<file path="src/include/mcir_pkg.sv">
// Constants and types shared by the master processor interrupt routing block.
package mcir_pkg;
  localparam int VEC_W = 8;
  localparam int NUM_VEC = 108;
  localparam int NUM_PERIPH = 92;
  localparam int NUM_DMA_SRC = 32;
  localparam int VEC_PERIPH_BASE = 16;
  localparam int VEC_RESET = 1;
  localparam int VEC_NMI = 2;
  localparam int VEC_HFAULT = 3;
  localparam int VEC_MEM_FAULT = 4;
  localparam int VEC_USAGE_FAULT = 6;
  localparam int VEC_CORE_LAST = 15;
  localparam int NUM_FAULT = 3;
  localparam int ANALOG_BASE = 72;
  localparam int NUM_ANALOG = 8;
  localparam int VEC_ADDR_SHIFT = 2;
  localparam int ADDR_W = VEC_W + VEC_ADDR_SHIFT;
  localparam logic [1:0] LVL_RESET = 2'h3;
  localparam logic [1:0] LVL_NMI = 2'h2;
  localparam logic [1:0] LVL_HFAULT = 2'h1;
  localparam logic [1:0] LVL_PROG = 2'h0;
  localparam logic [VEC_W-1:0] VEC_RST_VAL = 8'h00;
  typedef enum logic [1:0] {
    MCIR_IDLE = 2'b01,
    MCIR_PRESENT = 2'b10
  } mcir_state_t;
endpackage

</file>
<file path="src/include/mcir_if.sv">
// Carrier between the interrupt routing top and its source and self-test modules.
`timescale 1ns/1ps
interface mcir_if
  import mcir_pkg::*;
#(
  parameter int NUM_DMA = NUM_DMA_SRC
) (
  input wire logic mclk,
  input wire logic rstn
);
  logic [NUM_DMA-1:0] periph_req;
  logic [NUM_DMA-1:0] dma_en;
  logic [NUM_DMA-1:0] dma_done;
  logic [NUM_DMA-1:0] dma_trig;
  logic [NUM_PERIPH-1:0] direct_irq;
  logic [NUM_ANALOG-1:0] analog;
  logic [NUM_PERIPH-1:0] raw;
  logic [NUM_PERIPH-1:0] pass;
  logic st_start;
  logic st_done;
  logic st_fail;
  logic st_busy;
  logic err_nmi;
  modport top (input raw, pass, st_busy, err_nmi, dma_trig,
    output periph_req, dma_en, dma_done, direct_irq, analog, st_start, st_done, st_fail);
  modport route (input mclk, rstn, periph_req, dma_en, dma_done, direct_irq, analog,
    output raw, dma_trig);
  modport st (input mclk, rstn, raw, st_start, st_done, st_fail,
    output pass, st_busy, err_nmi);
endinterface

</file>
<file path="src/logic/mcir_route.sv">
// Source routing between the DMA handshake and the interrupt controller.
`timescale 1ns/1ps
module mcir_route
  import mcir_pkg::*;
#(
  parameter int NUM_DMA = NUM_DMA_SRC
) (
  mcir_if.route bus
);
  import mcir_pkg::*;

  assign bus.dma_trig = bus.periph_req & bus.dma_en;

  genvar g;
  generate
    for (g = 0; g < NUM_PERIPH; g++)
    begin : g_src
      if (g < NUM_DMA)
      begin : g_dma
        assign bus.raw[g] = bus.dma_en[g] ? bus.dma_done[g] : bus.periph_req[g];
      end
      else if (g >= ANALOG_BASE && g < ANALOG_BASE + NUM_ANALOG)
      begin : g_adc
        assign bus.raw[g] = bus.direct_irq[g] | bus.analog[g-ANALOG_BASE];
      end
      else
      begin : g_dir
        assign bus.raw[g] = bus.direct_irq[g];
      end
    end
  endgenerate
endmodule

</file>
<file path="src/logic/mcir_selftest.sv">
// Core logic self-test interrupt logging, reissue and error signalling.
`timescale 1ns/1ps
module mcir_selftest
  import mcir_pkg::*;
(
  mcir_if.st bus
);
  import mcir_pkg::*;

  logic busy_ff;
  logic err_ff;
  logic [NUM_PERIPH-1:0] log_ff;
  logic finish;

  assign finish = busy_ff & bus.st_done;
  assign bus.st_busy = busy_ff;
  assign bus.err_nmi = err_ff;
  // On the closing cycle the log and fresh arrivals pass together, so nothing is dropped.
  assign bus.pass = (busy_ff && !bus.st_done) ? '0 : (bus.raw | log_ff);

  always_ff @(posedge bus.mclk or negedge bus.rstn)
  begin
    if (!bus.rstn)
      busy_ff <= 1'b0;
    else if (finish)
      busy_ff <= 1'b0;
    else if (bus.st_start)
      busy_ff <= 1'b1;
  end

  always_ff @(posedge bus.mclk or negedge bus.rstn)
  begin
    if (!bus.rstn)
      log_ff <= '0;
    else if (finish)
      log_ff <= '0;
    else if (busy_ff)
      log_ff <= log_ff | bus.raw;
  end

  always_ff @(posedge bus.mclk or negedge bus.rstn)
  begin
    if (!bus.rstn)
      err_ff <= 1'b0;
    else
      err_ff <= finish & bus.st_fail;
  end
endmodule

</file>
<file path="src/logic/mcir_top.sv">
// Interrupt routing and fixed-priority vector presentation for the master processor.
`timescale 1ns/1ps
module mcir_top
  import mcir_pkg::*;
#(
  parameter int NUM_DMA = mcir_pkg::NUM_DMA_SRC
) (
  input wire logic mclk,
  input wire logic rstn,
  input wire logic cpu_power_on_reset_req,
  input wire logic cpu_system_reset_req,
  input wire logic nmi_block_req,
  input wire logic [mcir_pkg::VEC_CORE_LAST:mcir_pkg::VEC_MEM_FAULT] core_exc_req,
  input wire logic [mcir_pkg::NUM_FAULT-1:0] fault_enable,
  input wire logic [NUM_DMA-1:0] periph_dma_req,
  input wire logic [NUM_DMA-1:0] dma_chan_en,
  input wire logic [NUM_DMA-1:0] dma_done_irq,
  input wire logic [mcir_pkg::NUM_PERIPH-1:0] direct_irq,
  input wire logic [mcir_pkg::NUM_ANALOG-1:0] analog_conversion_int,
  input wire logic nmi_wdog_evt,
  input wire logic self_test_start,
  input wire logic self_test_done,
  input wire logic self_test_fail,
  input wire logic irq_ack,
  output logic [NUM_DMA-1:0] dma_trigger,
  output logic irq_valid,
  output logic [mcir_pkg::VEC_W-1:0] irq_vector,
  output logic [1:0] irq_level,
  output logic [mcir_pkg::ADDR_W-1:0] irq_vec_addr,
  output logic cpu_nonmask_int,
  output logic cpu_hard_fault,
  output logic ctrl_core_nmi,
  output logic wdog_reset_evt,
  output logic self_test_busy
);
  import mcir_pkg::*;

  mcir_state_t state_ff;
  logic [NUM_VEC-1:0] pend_ff;
  logic [NUM_VEC-1:0] set_vec;
  logic [NUM_VEC-1:0] clr_vec;
  logic [VEC_W-1:0] vector_ff;
  logic [1:0] level_ff;
  logic [ADDR_W-1:0] addr_ff;
  logic wdog_ff;
  logic escalate;
  logic [VEC_W-1:0] win;
  logic any_pend;
  logic [NUM_FAULT-1:0] fault_req;
  logic [NUM_FAULT-1:0] fault_busy;

  mcir_if #(.NUM_DMA(NUM_DMA)) bus (
    .mclk(mclk),
    .rstn(rstn)
  );

  assign bus.periph_req = periph_dma_req;
  assign bus.dma_en = dma_chan_en;
  assign bus.dma_done = dma_done_irq;
  assign bus.direct_irq = direct_irq;
  assign bus.analog = analog_conversion_int;
  assign bus.st_start = self_test_start;
  assign bus.st_done = self_test_done;
  assign bus.st_fail = self_test_fail;

  mcir_route #(.NUM_DMA(NUM_DMA)) u_route (
    .bus(bus.route)
  );

  mcir_selftest u_selftest (
    .bus(bus.st)
  );

  // Lowest pending vector number wins, which also orders the fixed levels.
  function automatic logic [VEC_W-1:0] first_set(input logic [NUM_VEC-1:0] v);
    logic [VEC_W-1:0] idx;
    idx = '0;
    for (int i = NUM_VEC - 1; i > 0; i--)
    begin
      if (v[i])
        idx = VEC_W'(i);
    end
    return idx;
  endfunction

  function automatic logic [1:0] vec_level(input logic [VEC_W-1:0] v);
    logic [1:0] lvl;
    lvl = LVL_PROG;
    if (v == VEC_W'(VEC_RESET))
      lvl = LVL_RESET;
    else if (v == VEC_W'(VEC_NMI))
      lvl = LVL_NMI;
    else if (v == VEC_W'(VEC_HFAULT))
      lvl = LVL_HFAULT;
    return lvl;
  endfunction

  assign fault_req = core_exc_req[VEC_USAGE_FAULT:VEC_MEM_FAULT];
  assign fault_busy = pend_ff[VEC_USAGE_FAULT:VEC_MEM_FAULT];
  // A fault that is disabled or arrives while still pending escalates to hard fault.
  assign escalate = |(fault_req & (~fault_enable | fault_busy));

  always_comb
  begin
    set_vec = '0;
    set_vec[VEC_RESET] = cpu_power_on_reset_req | cpu_system_reset_req;
    set_vec[VEC_NMI] = nmi_block_req | bus.err_nmi;
    set_vec[VEC_HFAULT] = escalate;
    for (int v = VEC_MEM_FAULT; v <= VEC_CORE_LAST; v++)
    begin
      if (v <= VEC_USAGE_FAULT)
        set_vec[v] = core_exc_req[v] & fault_enable[v-VEC_MEM_FAULT] & ~pend_ff[v];
      else
        set_vec[v] = core_exc_req[v];
    end
    for (int n = 0; n < NUM_PERIPH; n++)
    begin
      set_vec[n+VEC_PERIPH_BASE] = bus.pass[n];
    end
  end

  always_comb
  begin
    clr_vec = '0;
    for (int v = 1; v < NUM_VEC; v++)
    begin
      if (state_ff == MCIR_PRESENT && irq_ack && vector_ff == VEC_W'(v))
        clr_vec[v] = 1'b1;
    end
  end

  // A new request in the cycle of its acknowledge stays pending, except a fault on vectors 4 to 6, which escalates to hard fault.
  always_ff @(posedge mclk or negedge rstn)
  begin
    if (!rstn)
      pend_ff <= '0;
    else
      pend_ff <= (pend_ff & ~clr_vec) | set_vec;
  end

  assign any_pend = |pend_ff;
  assign win = first_set(pend_ff);

  always_ff @(posedge mclk or negedge rstn)
  begin
    if (!rstn)
      state_ff <= MCIR_IDLE;
    else
    begin
      case (state_ff)
        MCIR_IDLE:
        begin
          if (any_pend)
            state_ff <= MCIR_PRESENT;
        end
        MCIR_PRESENT:
        begin
          if (irq_ack && !(any_pend && win < vector_ff))
            state_ff <= MCIR_IDLE;
        end
        default:
          state_ff <= MCIR_IDLE;
      endcase
    end
  end

  // A more urgent vector replaces the one on offer before it is taken.
  always_ff @(posedge mclk or negedge rstn)
  begin
    if (!rstn)
    begin
      vector_ff <= VEC_RST_VAL;
      level_ff <= LVL_PROG;
      addr_ff <= '0;
    end
    else if (any_pend && (state_ff == MCIR_IDLE || win < vector_ff))
    begin
      vector_ff <= win;
      level_ff <= vec_level(win);
      addr_ff <= {win, VEC_ADDR_SHIFT'(0)};
    end
  end

  always_ff @(posedge mclk or negedge rstn)
  begin
    if (!rstn)
      wdog_ff <= 1'b0;
    else
      wdog_ff <= nmi_wdog_evt;
  end

  assign dma_trigger = bus.dma_trig;
  assign irq_valid = (state_ff == MCIR_PRESENT);
  assign irq_vector = vector_ff;
  assign irq_level = level_ff;
  assign irq_vec_addr = addr_ff;
  assign cpu_nonmask_int = pend_ff[VEC_NMI];
  assign cpu_hard_fault = pend_ff[VEC_HFAULT];
  assign ctrl_core_nmi = bus.err_nmi;
  assign wdog_reset_evt = wdog_ff;
  assign self_test_busy = bus.st_busy;
endmodule

</file>
<file path="config.mk">
export PLATFORM = sky130hd
export DESIGN_NAME = mcir_top
export DESIGN_NICKNAME = d
export VERILOG_FILES = /design/src/include/mcir_pkg.sv /design/src/include/mcir_if.sv /design/src/logic/mcir_route.sv /design/src/logic/mcir_selftest.sv /design/src/logic/mcir_top.sv
export SDC_FILE = /design/constraint.sdc
export NUM_CORES = 1
export LEC_CHECK = 0
export BUFFER_PORTS_ARGS = -buffer_cell sky130_fd_sc_hd__buf_2
export CAP_MARGIN = 5
export CORE_UTILIZATION = 57
export CTS_CLUSTER_DIAMETER = 200
export DETAILED_ROUTE_END_ITERATION = 8
export PLACE_DENSITY = 0.85
export SETUP_SLACK_MARGIN = 0.1
export SLEW_MARGIN = 20
export SYNTH_ARGS = -nofsm -noshare
export SYNTH_HDL_FRONTEND = slang
export SYNTH_SLANG_ARGS = --single-unit
export TNS_END_PERCENT = 1
</file>
<file path="constraint.sdc">
create_clock -name mclk -period 6.8 [get_ports mclk]
set_input_delay 0.34 -clock mclk [delete_from_list [all_inputs] [get_ports mclk]]
set_output_delay 0.34 -clock mclk [all_outputs]
set_load 0.005 [all_outputs]
</file>
==> results.py, run 1 <==
metrics = {
    "status": {
        "status": "finished, violations left",
        "violations": "DRC",
    },
    "drt": {
        "ant_nets": 0,
        "vias": 9918,
        "first_iter_violations": 948,
        "viasPerCell": 6.05,
        "dr.pass1.iters": 7,
        "drc_errors": 42,
        "wl_microns": 29900,
        "wl_per_cell_microns": 18.2,
    },
    "global_route": {
        "grt_pass1_vias": 9189,
        "grt_max_degree": 98,
        "antenna_found_initial": 0,
        "grt_pass1_wl_microns": 48000,
        "grt_util_all_layers_pct": 31.6,
        "grt-ovfl-total": 0,
    },
    "die": {
        "pin_count": 279,
        "fp.dieH_microns": 138,
        "dieArea_sq_mm": 0.0191,
        "fp-row-count": 49,
        "core-area_sq_mm": 0.0181,
        "fp.dieW_microns": 138,
        "initial_core_util_pct": 58.5,
    },
    "critical_path": {
        "worst_setup_path_start_kind": "flop",
        "rr_startpoint": "pend_ff[95]",
        "crit_required_ns": 7.20,
        "r2r_cells": 11,
        "end_kind": "flop",
        "r2r_slack_ns": 2.21,
        "crit_start": "pend_ff[95]",
        "r2r_end": "irq_level[0]",
        "critPathKind": "flop to flop",
        "cp_data_arrival_time_ns": 4.99,
        "path_max_fanout": 11,
    },
    "layout": {
        "finalCoreUtilization_pct": 69.5,
        "antenna_cells": 0,
        "areaGrowthSynthToFinish_pct": 18.8,
        "multiInputGateArea_sq_mm": 0.00476,
        "drive_above_1_share_pct": 22.3,
        "n_fill_cell": 1442,
        "nets": 1625,
        "fin_cells": 1640,
        "seqCellArea_sq_mm": 0.00533,
    },
    "worst_hold_path": {
        "hold_end": "pend_ff[2]",
        "min_path_type": "input port to flop",
        "min_from": "nmi_block_req",
        "hold_depth": 3,
    },
    "yosys": {
        "ys_seq_area_share_pct": 50.4,
        "ys.flop_type": "dfrtp_1",
        "syn_inst": 1176,
        "avgSynthCellArea_sq_um": 9.00,
        "yosys_warnings": 0,
        "synth.distinct_cells": 66,
        "synth_seq_cells": 213,
        "synth_edf_count": 0,
        "synth_area_sq_mm": 0.0106,
        "synthArstFlopShare_pct": 100,
    },
    "cts": {
        "clk_pin_slew_ns": 0.07,
        "clk_latency_ns": 0.51,
        "htreeDepth": 1,
        "cts_tree": "built",
        "cts_resized": 0,
        "clock-root-buffer": "clkbuf_16",
        "cts.sinks": 213,
        "cts_made_buffers": 22,
        "clk_path_buf_depth": 3,
    },
    "timing": {
        "fin_skew_ns": 0.00844,
        "min_period_over_period_pct": 67.5,
        "rsz0062_at_grt": "false",
        "worstMarginPinSlew_ns": 0.951,
        "fmax_mhz": 218,
        "maxSlewHeadroom_pct": 36.6,
        "fin_crit_ns": 4.59,
        "finalHoldViolations": 0,
        "slew_viol_final": 0,
        "setup_viol": 0,
        "tns_ns": 0,
    },
    "pwr": {
        "peakVddDrop_v": 0.000208,
        "leakagePower_uw": 0.00519,
        "cellPowerDensity_mw_per_mm2": 245,
    },
    "run": {
        "cap_violations": 0,
    },
    "placement": {
        "io_buffers": 242,
        "gp_congestion": 0.984,
        "dp.cells": 1601,
        "dp_hpwl_microns": 21700,
    },
}
-- cell usage after synthesis, drive strengths merged, types with 15 or more instances --
library cell / number / area (sq um)
dfrtp: 212 / 5310
nor4: 27 / 205
a211oi: 36 / 270
o22ai: 35 / 219
clkbuf: 40 / 160
nand3: 23 / 120
nand2b: 24 / 150
and2: 36 / 225
nor3: 33 / 170
buf: 15 / 108
nor2b: 40 / 250
o21ai: 215 / 1090
nor2: 104 / 398
nand2: 81 / 307
inv: 64 / 240
a21oi: 90 / 450
-- power breakdown --
part           internal, uW  switching (uW)
registers              1410            79.5
clock network           615             495
logic                   197             290
-- cell usage in the layout, fill, tap and decap left out, types with 22 or more instances in the layout --
cell | Yosys | routed
a211oi_1 | 36 | 36
a21oi_1 | 90 | 90
and2_1 | 36 | 36
buf_2 | 2 | 241
clkbuf_16 | 0 | 22
dfrtp_1 | 212 | 211
inv_1 | 64 | 64
nand2_1 | 80 | 80
nand2b_1 | 24 | 23
nand3_1 | 22 | 22
nor2_1 | 103 | 103
nor2b_1 | 40 | 39
nor3_1 | 32 | 32
nor4_1 | 24 | 24
o21ai_0 | 212 | 212
o22ai_1 | 35 | 35
-- how the worst max path moves through the flow --
stage                               end  slack (ns)
after global placement     irq_level[0]        2.40
after detailed placement   irq_level[0]        2.36
after CTS                  irq_level[0]        2.32
after floorplan           irq_vector[0]        3.02
after global routing       irq_level[0]        2.02
final                      irq_level[0]        2.21
-- routing by layer --
layer	vias up	GRT usage, %	share of wire [%]
met3	54	4.54	8.4
met1	4731	47.1	45
met5	-	0	0
li1	4638	-	-
met2	495	48.7	44
met4	0	8.75	2.6
-- critical path: stages, from the launching register on --
cell and delay, ns:
dfrtp_1 0.42, nor4_1 0.75, o311ai_1 0.21, a21oi_1 0.20
o211ai_1 0.11, a2111oi_0 0.50, nor2_1 0.20, ha_1 0.34
a2111oi_0 0.63, nand3_2 0.14, o21ai_2 0.58, mux2_2 0.41
-- what timing repair did --
action,4_1_cts,5_1_grt
setup buffers,0,0
endpoints found under the hold margin,59,0
hold buffers,2,0
endpoints found under the setup margin,0,0
-- sequential cells by signal (all words and copies together), names as in the netlist --
register,cells
u_selftest.bus.st_busy,1
irq_level,2
u_selftest.bus.err_nmi,1
irq_vector,7
state_ff,2
wdog_reset_evt,1
u_selftest.log_ff,92
pend_ff,107
-- metrics by stage --
step	cell area (sq um)	setup WS, ns	hold WS, ns	total power [uW]
finish	12600	2.21	0.0276	3080
detailed placement	11900	2.36	0.340	1990
CTS	12600	2.32	0.0145	3090
floorplan	10600	3.02	0.0444	1800
global placement	11900	2.40	0.340	1960
global route	12600	2.02	0.0293	3210
-- logic make-up (layout without fill, tap and decap cells) --
group / count (synthesis) / count (layout) / synth area share, %
muxes: 9 / 9 / 1.19
buffers and inverters: 119 / 351 / 4.80
other: 1 / 4 / 0.0354
and+or+nand+nor: 404 / 404 / 20.0
adders and majority gates: 6 / 6 / 0.709
DFF: 213 / 213 / 50.4
AOI/OAI and AO/OA: 424 / 424 / 22.9
-- final cells by class --
| class | count | share of cell area (%) |
|---|---|---|
| Multi-Input combinational cell | 847 | 37.9 |
| Inverter | 64 | 1.91 |
| Clock buffer | 29 | 4.67 |
| Tap cell | 229 | 2.28 |
| Sequential cell | 213 | 42.4 |
| Clock inverter | 8 | 0.587 |
| Timing Repair Buffer | 250 | 10.3 |
No activity file was read; power rests on OpenSTA's default activity.
==> run 2: changes to the inputs <==
--- a/config.mk
+++ b/config.mk
@@ -7,10 +7,10 @@
 export LEC_CHECK = 0
 export BUFFER_PORTS_ARGS = -buffer_cell sky130_fd_sc_hd__buf_2
 export CAP_MARGIN = 5
-export CORE_UTILIZATION = 57
+export CORE_UTILIZATION = 48
 export CTS_CLUSTER_DIAMETER = 200
 export DETAILED_ROUTE_END_ITERATION = 8
-export PLACE_DENSITY = 0.85
+export PLACE_DENSITY = 0.77
 export SETUP_SLACK_MARGIN = 0.1
 export SLEW_MARGIN = 20
 export SYNTH_ARGS = -nofsm -noshare
==> constraint.sdc (replaced) <==
create_clock -name mclk -period 4.13 [get_ports mclk]
set_input_delay 0.2065 -clock mclk [delete_from_list [all_inputs] [get_ports mclk]]
set_output_delay 0.2065 -clock mclk [all_outputs]
set_load 0.005 [all_outputs]
==> results.py, run 2 (same netlist as run 1, synthesis figures left out) <==
metrics = {
    "critical_path": {
        "crit_slowest_cell": "or4_4",
        "worst_setup_path_start_kind": "flop",
        "crit_start": "pend_ff[83]",
        "r2r_cells": 14,
        "r2r_slack_ns": 0.18,
        "end_kind": "flop",
        "endpoint": "irq_vector[1]",
        "r2r_end": "irq_vector[1]",
        "cp_data_arrival_time_ns": 4.37,
        "worst_path_largest_cell_delay_ns": 0.56,
        "crit_required_ns": 4.54,
        "rr_startpoint": "pend_ff[83]",
        "crit_family": "simple AND/OR/NAND/NOR gates",
        "critPathKind": "flop to flop",
        "worstSetupPathDepth": 14,
        "critPathBufInv": 2,
        "path_max_fanout": 8,
        "crit_chain": "or4_4 -> or2_0 -> nor4_2 -> a21oi_1 -> nor2_1 -> ha_1 -> a21o_1 -> a21o_2 -> a2111oi_4 -> buf_4 -> nand3_2 -> o21ai_4 -> buf_6 -> mux2_4",
    },
    "drt": {
        "ant_nets": 0,
        "wl_microns": 33400,
        "viasPerCell": 5.71,
        "drc_errors": 0,
        "first_iter_violations": 1028,
        "dr.pass1.iters": 5,
        "wl_per_cell_microns": 18.2,
        "vias": 10500,
    },
    "pwr": {
        "p_sw_uw": 1530,
        "combPwrFrac_pct": 17.8,
        "power.internal_uw": 4040,
        "peakVddDrop_v": 0.000315,
        "power_uw": 5570,
        "leakagePower_uw": 0.00593,
        "seq_power_share_pct": 43.9,
        "cellPowerDensity_mw_per_mm2": 392,
        "clock_power_share_pct": 38.3,
        "swShare_pct": 27.5,
    },
    "cts": {
        "cts_tree": "built",
        "cts_made_buffers": 23,
        "clock-root-buffer": "clkbuf_16",
        "htreeDepth": 1,
        "clk_latency_ns": 0.53,
        "clk_pin_slew_ns": 0.07,
        "cts.sinks": 213,
        "clk_path_buf_depth": 3,
    },
    "global_route": {
        "grt_util_all_layers_pct": 29.3,
        "grt_max_degree": 131,
        "grt-ovfl-total": 0,
        "antenna_found_initial": 2,
        "grt_pass1_wl_microns": 51200,
        "grt_pass1_vias": 9815,
    },
    "placement": {
        "dp_hpwl_microns": 22500,
        "gp_congestion": 0.948,
        "placed_cell_area_sq_mm": 0.0122,
        "dp.cells": 1682,
        "dp_slack_ns": -0.0157,
        "io_buffers": 242,
    },
    "timing": {
        "maxSlewHeadroom_pct": 35.5,
        "setup_viol": 0,
        "fin_ws_ns": 0.175,
        "fmax_mhz": 253,
        "finalHoldViolations": 0,
        "min_period_over_period_pct": 95.8,
        "fin_skew_ns": 0.0245,
        "rsz0062_at_grt": "false",
        "slew_viol_final": 0,
        "worstMarginPinSlew_ns": 0.968,
        "fin_hold_ws_ns": 0.00715,
        "fin_crit_ns": 3.95,
    },
    "worst_hold_path": {
        "min_path_type": "input port to flop",
    },
    "layout": {
        "largest_register_ffs": 107,
        "mostFrequentLayoutCells": "buf_2, o21ai_0, dfrtp_1",
        "fin_cells": 1841,
        "drive_above_1_share_pct": 23.8,
        "nets": 1775,
        "layout_commonest_cell": "buf_2",
        "largest-register": "pend_ff",
        "multiInputGateArea_sq_mm": 0.00481,
        "n_fill_cell": 1706,
        "areaGrowthSynthToFinish_pct": 34.3,
        "seqCellArea_sq_mm": 0.00533,
        "design_area_sq_mm": 0.0142,
    },
    "die": {
        "dieArea_sq_mm": 0.0226,
        "pin_count": 279,
        "core-area_sq_mm": 0.0213,
        "initial_core_util_pct": 49.7,
        "fp.dieH_microns": 150,
        "fp.dieW_microns": 150,
        "fp-row-count": 53,
    },
    "run": {
        "cap_violations": 0,
    },
    "status": {
        "status": "finished, final reports clean",
    },
}
run 2: worst min path at each step:
stage / from / end / slack (ns) / cells after the start
final: dma_done_irq[26] / u_selftest.log_ff[26] / 0.007 / 3
after global routing: dma_done_irq[3] / u_selftest.log_ff[3] / 0.02 / 3
after CTS: dma_done_irq[26] / u_selftest.log_ff[26] / 0.00006 / 3
after detailed placement: nmi_wdog_evt / wdog_reset_evt / 0.32 / 1
after global placement: nmi_wdog_evt / wdog_reset_evt / 0.31 / 1
after floorplan: rstn / irq_level[0] / -0.09 / 0
run 2: stage by stage:
| stage | setup TNS (ns) | utilization (%) |
|---|---|---|
| 2_1_floorplan | 0 | - |
| 3_3_place_gp | 0 | 57.4 |
| 3_5_place_dp | -0.0157 | 57.4 |
| 4_1_cts | 0 | 66.2 |
| 5_1_grt | 0 | 66.8 |
| 6_report | 0 | 66.8 |
run 2: area by class of cell:
class / instances / share of cell area [%]
Clock inverter: 14 / 1.18
Multi-Input combinational cell: 847 / 33.9
Clock buffer: 28 / 4.32
Inverter: 64 / 1.69
Antenna cell: 1 / 0.0176
Timing Repair Buffer: 399 / 19.0
Sequential cell: 213 / 37.5
Tap cell: 275 / 2.42
run 2: power by group through the flow:
| stage | Sequential (uW) | Clock [uW] | Combinational [uW] |
|---|---|---|---|
| 6_report | 2450 | 2130 | 992 |
| 5_1_grt | 2470 | 2240 | 1100 |
| 4_1_cts | 2440 | 2160 | 897 |
| 3_5_place_dp | 2470 | 0 | 801 |
| 3_3_place_gp | 2470 | 0 | 784 |
| 2_1_floorplan | 2440 | 0 | 525 |
run 2: worst min-delay path: stages:
cell and delay [ns]:
buf_2 0.08, a211oi_1 0.09, o22ai_1 0.10
run 2: what timing repair did:
item,CTS,global route
endpoints found under the setup margin,8,11
resized for setup,1,13
pin swaps,0,5
buffers inserted,0,8
gates cloned,0,0
hold endpoints to repair,271,0
hold buffers,108,0
run 2: metal layers:
metal,part of all wire [%],GRT usage (%)
met5,0,0
met2,46,46.2
met4,2.7,9.04
met1,43,41.3
met3,8.2,4.97
==> run 3: changes to the inputs <==
==> constraint.sdc (replaced) <==
create_clock -name mclk -period 4.13 [get_ports mclk]
set_input_delay 0.2065 -clock mclk [delete_from_list [all_inputs] [get_ports mclk]]
set_output_delay 0.2065 -clock mclk [all_outputs]
set_load 0.01 [all_outputs]
==> results.py, run 3 (same netlist as run 1, synthesis figures left out) <==
metrics = {
    "status": {
        "status": "finished, final reports clean",
    },
    "critical_path": {
        "worst_setup_path_start_kind": "flop",
        "r2r_slack_ns": 0.15,
        "endpoint": "irq_vector[3]",
        "critPathKind": "flop to flop",
        "crit_required_ns": 4.52,
        "rr_startpoint": "pend_ff[23]",
        "cp_data_arrival_time_ns": 4.38,
        "crit_start": "pend_ff[23]",
        "r2r_cells": 13,
        "end_kind": "flop",
        "path_max_fanout": 8,
        "r2r_end": "irq_vector[3]",
    },
    "global_route": {
        "grt-ovfl-total": 0,
        "grt_pass1_vias": 10000,
        "grt_max_degree": 112,
        "antenna_found_initial": 0,
        "grt_util_all_layers_pct": 29.4,
        "grt_pass1_wl_microns": 51500,
    },
    "timing": {
        "slew_viol_final": 0,
        "tns_ns": 0,
        "min_period_over_period_pct": 96.4,
        "worstMarginPinSlew_ns": 0.897,
        "setup_viol": 0,
        "maxSlewHeadroom_pct": 40.2,
        "fin_skew_ns": 0.0207,
        "rsz0062_at_grt": "true",
        "fin_hold_ws_ns": 0.00769,
        "finalHoldViolations": 0,
        "fin_crit_ns": 3.98,
        "fmax_mhz": 251,
    },
    "drt": {
        "wl_per_cell_microns": 18.1,
        "dr.pass1.iters": 6,
        "first_iter_violations": 924,
        "wl_microns": 33300,
        "drc_errors": 0,
        "viasPerCell": 5.71,
        "vias": 10500,
        "ant_nets": 0,
    },
    "layout": {
        "areaGrowthSynthToFinish_pct": 33.8,
        "drive_above_1_share_pct": 22.9,
        "mostFrequentLayoutCells": "buf_2, o21ai_0, dfrtp_1",
        "largest-register": "pend_ff",
        "largest_register_ffs": 107,
        "antenna_cells": 0,
        "nets": 1777,
        "layout_commonest_cell": "buf_2",
        "finalCoreUtilization_pct": 66.5,
    },
    "worst_hold_path": {
        "min_path_type": "input port to flop",
    },
    "cts": {
        "cts_tree": "built",
        "clk_path_buf_depth": 3,
        "clk_pin_slew_ns": 0.06,
        "htreeDepth": 1,
        "cts_made_buffers": 23,
        "clock-root-buffer": "clkbuf_16",
        "cts.sinks": 213,
        "clk_latency_ns": 0.53,
    },
    "die": {
        "core-area_sq_mm": 0.0213,
        "fp.dieH_microns": 150,
        "fp-row-count": 53,
        "dieArea_sq_mm": 0.0226,
        "fp.dieW_microns": 150,
        "initial_core_util_pct": 49.7,
        "pin_count": 279,
    },
    "pwr": {
        "power_uw": 5520,
        "cellPowerDensity_mw_per_mm2": 390,
        "leakagePower_uw": 0.00593,
        "peakVddDrop_v": 0.000331,
    },
    "placement": {
        "io_buffers": 242,
        "gp_congestion": 0.953,
        "dp_hpwl_microns": 22600,
    },
    "run": {
        "cap_violations": 0,
    },
}
run 3: changes by cell type in the layout (fill, tap and decap cells not counted), moves of 3 or more:
cell,change
dlygate4sd3_1,+5
clkinvlp_4,-3
clkbuf_1,+3
buf_6,-4
nor4_1,+3
clkbuf_8,+4
nor4_2,-3
run 3: per-layer routing:
metal	track usage (%)	vias to the layer above	share of wire, %
met5	0	-	0
met4	7.83	0	2.3
met3	3.94	58	8.0
met2	47.0	469	46
met1	42.1	5040	43
li1	-	4950	-
run 3: repair_timing:
action,4_1_cts,5_1_grt
gates resized for setup,1,0
setup buffers,0,5
hold endpoints to repair,263,0
pin swaps,0,1
setup endpoints to repair,8,8
hold buffers,113,0
run 3: cell type report:
cell class,instances,area [sq um]
clock inverters,7,104
fillers,1713,7120
repair buffers,401,2710
well taps,275,344
clock buffers,34,667
flip-flops and latches,213,5330
inverters,64,240
multi-input cells,847,4770
run 3: power by group:
group | leakage (uW) | internal, uW | switching (uW)
Clock | 0.000380 | 1250 | 848
Combinational | 0.00330 | 445 | 532
Sequential | 0.00224 | 2320 | 131
Total | 0.00593 | 4010 | 1510
run 3: how the worst min path moves through the flow:
stage	cells past startpoint	start	to	slack [ns]
4_1_cts	3	dma_done_irq[2]	u_selftest.log_ff[2]	0.00006
3_3_place_gp	1	nmi_wdog_evt	wdog_reset_evt	0.31
2_1_floorplan	0	rstn	irq_level[0]	-0.09
5_1_grt	3	analog_conversion_int[4]	pend_ff[92]	0.02
6_report	3	dma_done_irq[17]	u_selftest.log_ff[17]	0.008
3_5_place_dp	1	nmi_wdog_evt	wdog_reset_evt	0.32
run 3: stage by stage:
step	cells	area (sq um)	worst slack (ns)
after detailed placement	1682	12200	-0.00312
after floorplan	1179	10600	0.354
after global placement	1682	12200	0.0195
after CTS	1836	14100	0.122
final	1841	14200	0.148
after global routing	1841	14200	0.00364
run 3: critical path, cell delays in order (launching register included):
cell	delay (ns)
dfrtp_1	0.37
or4_1	0.66
nor4_4	0.38
nand4_2	0.14
buf_4	0.18
nor3_2	0.21
ha_1	0.30
a21o_2	0.20
a2111oi_0	0.38
buf_4	0.19
nand3_2	0.09
o21ai_4	0.28
buf_4	0.18
mux2_4	0.29
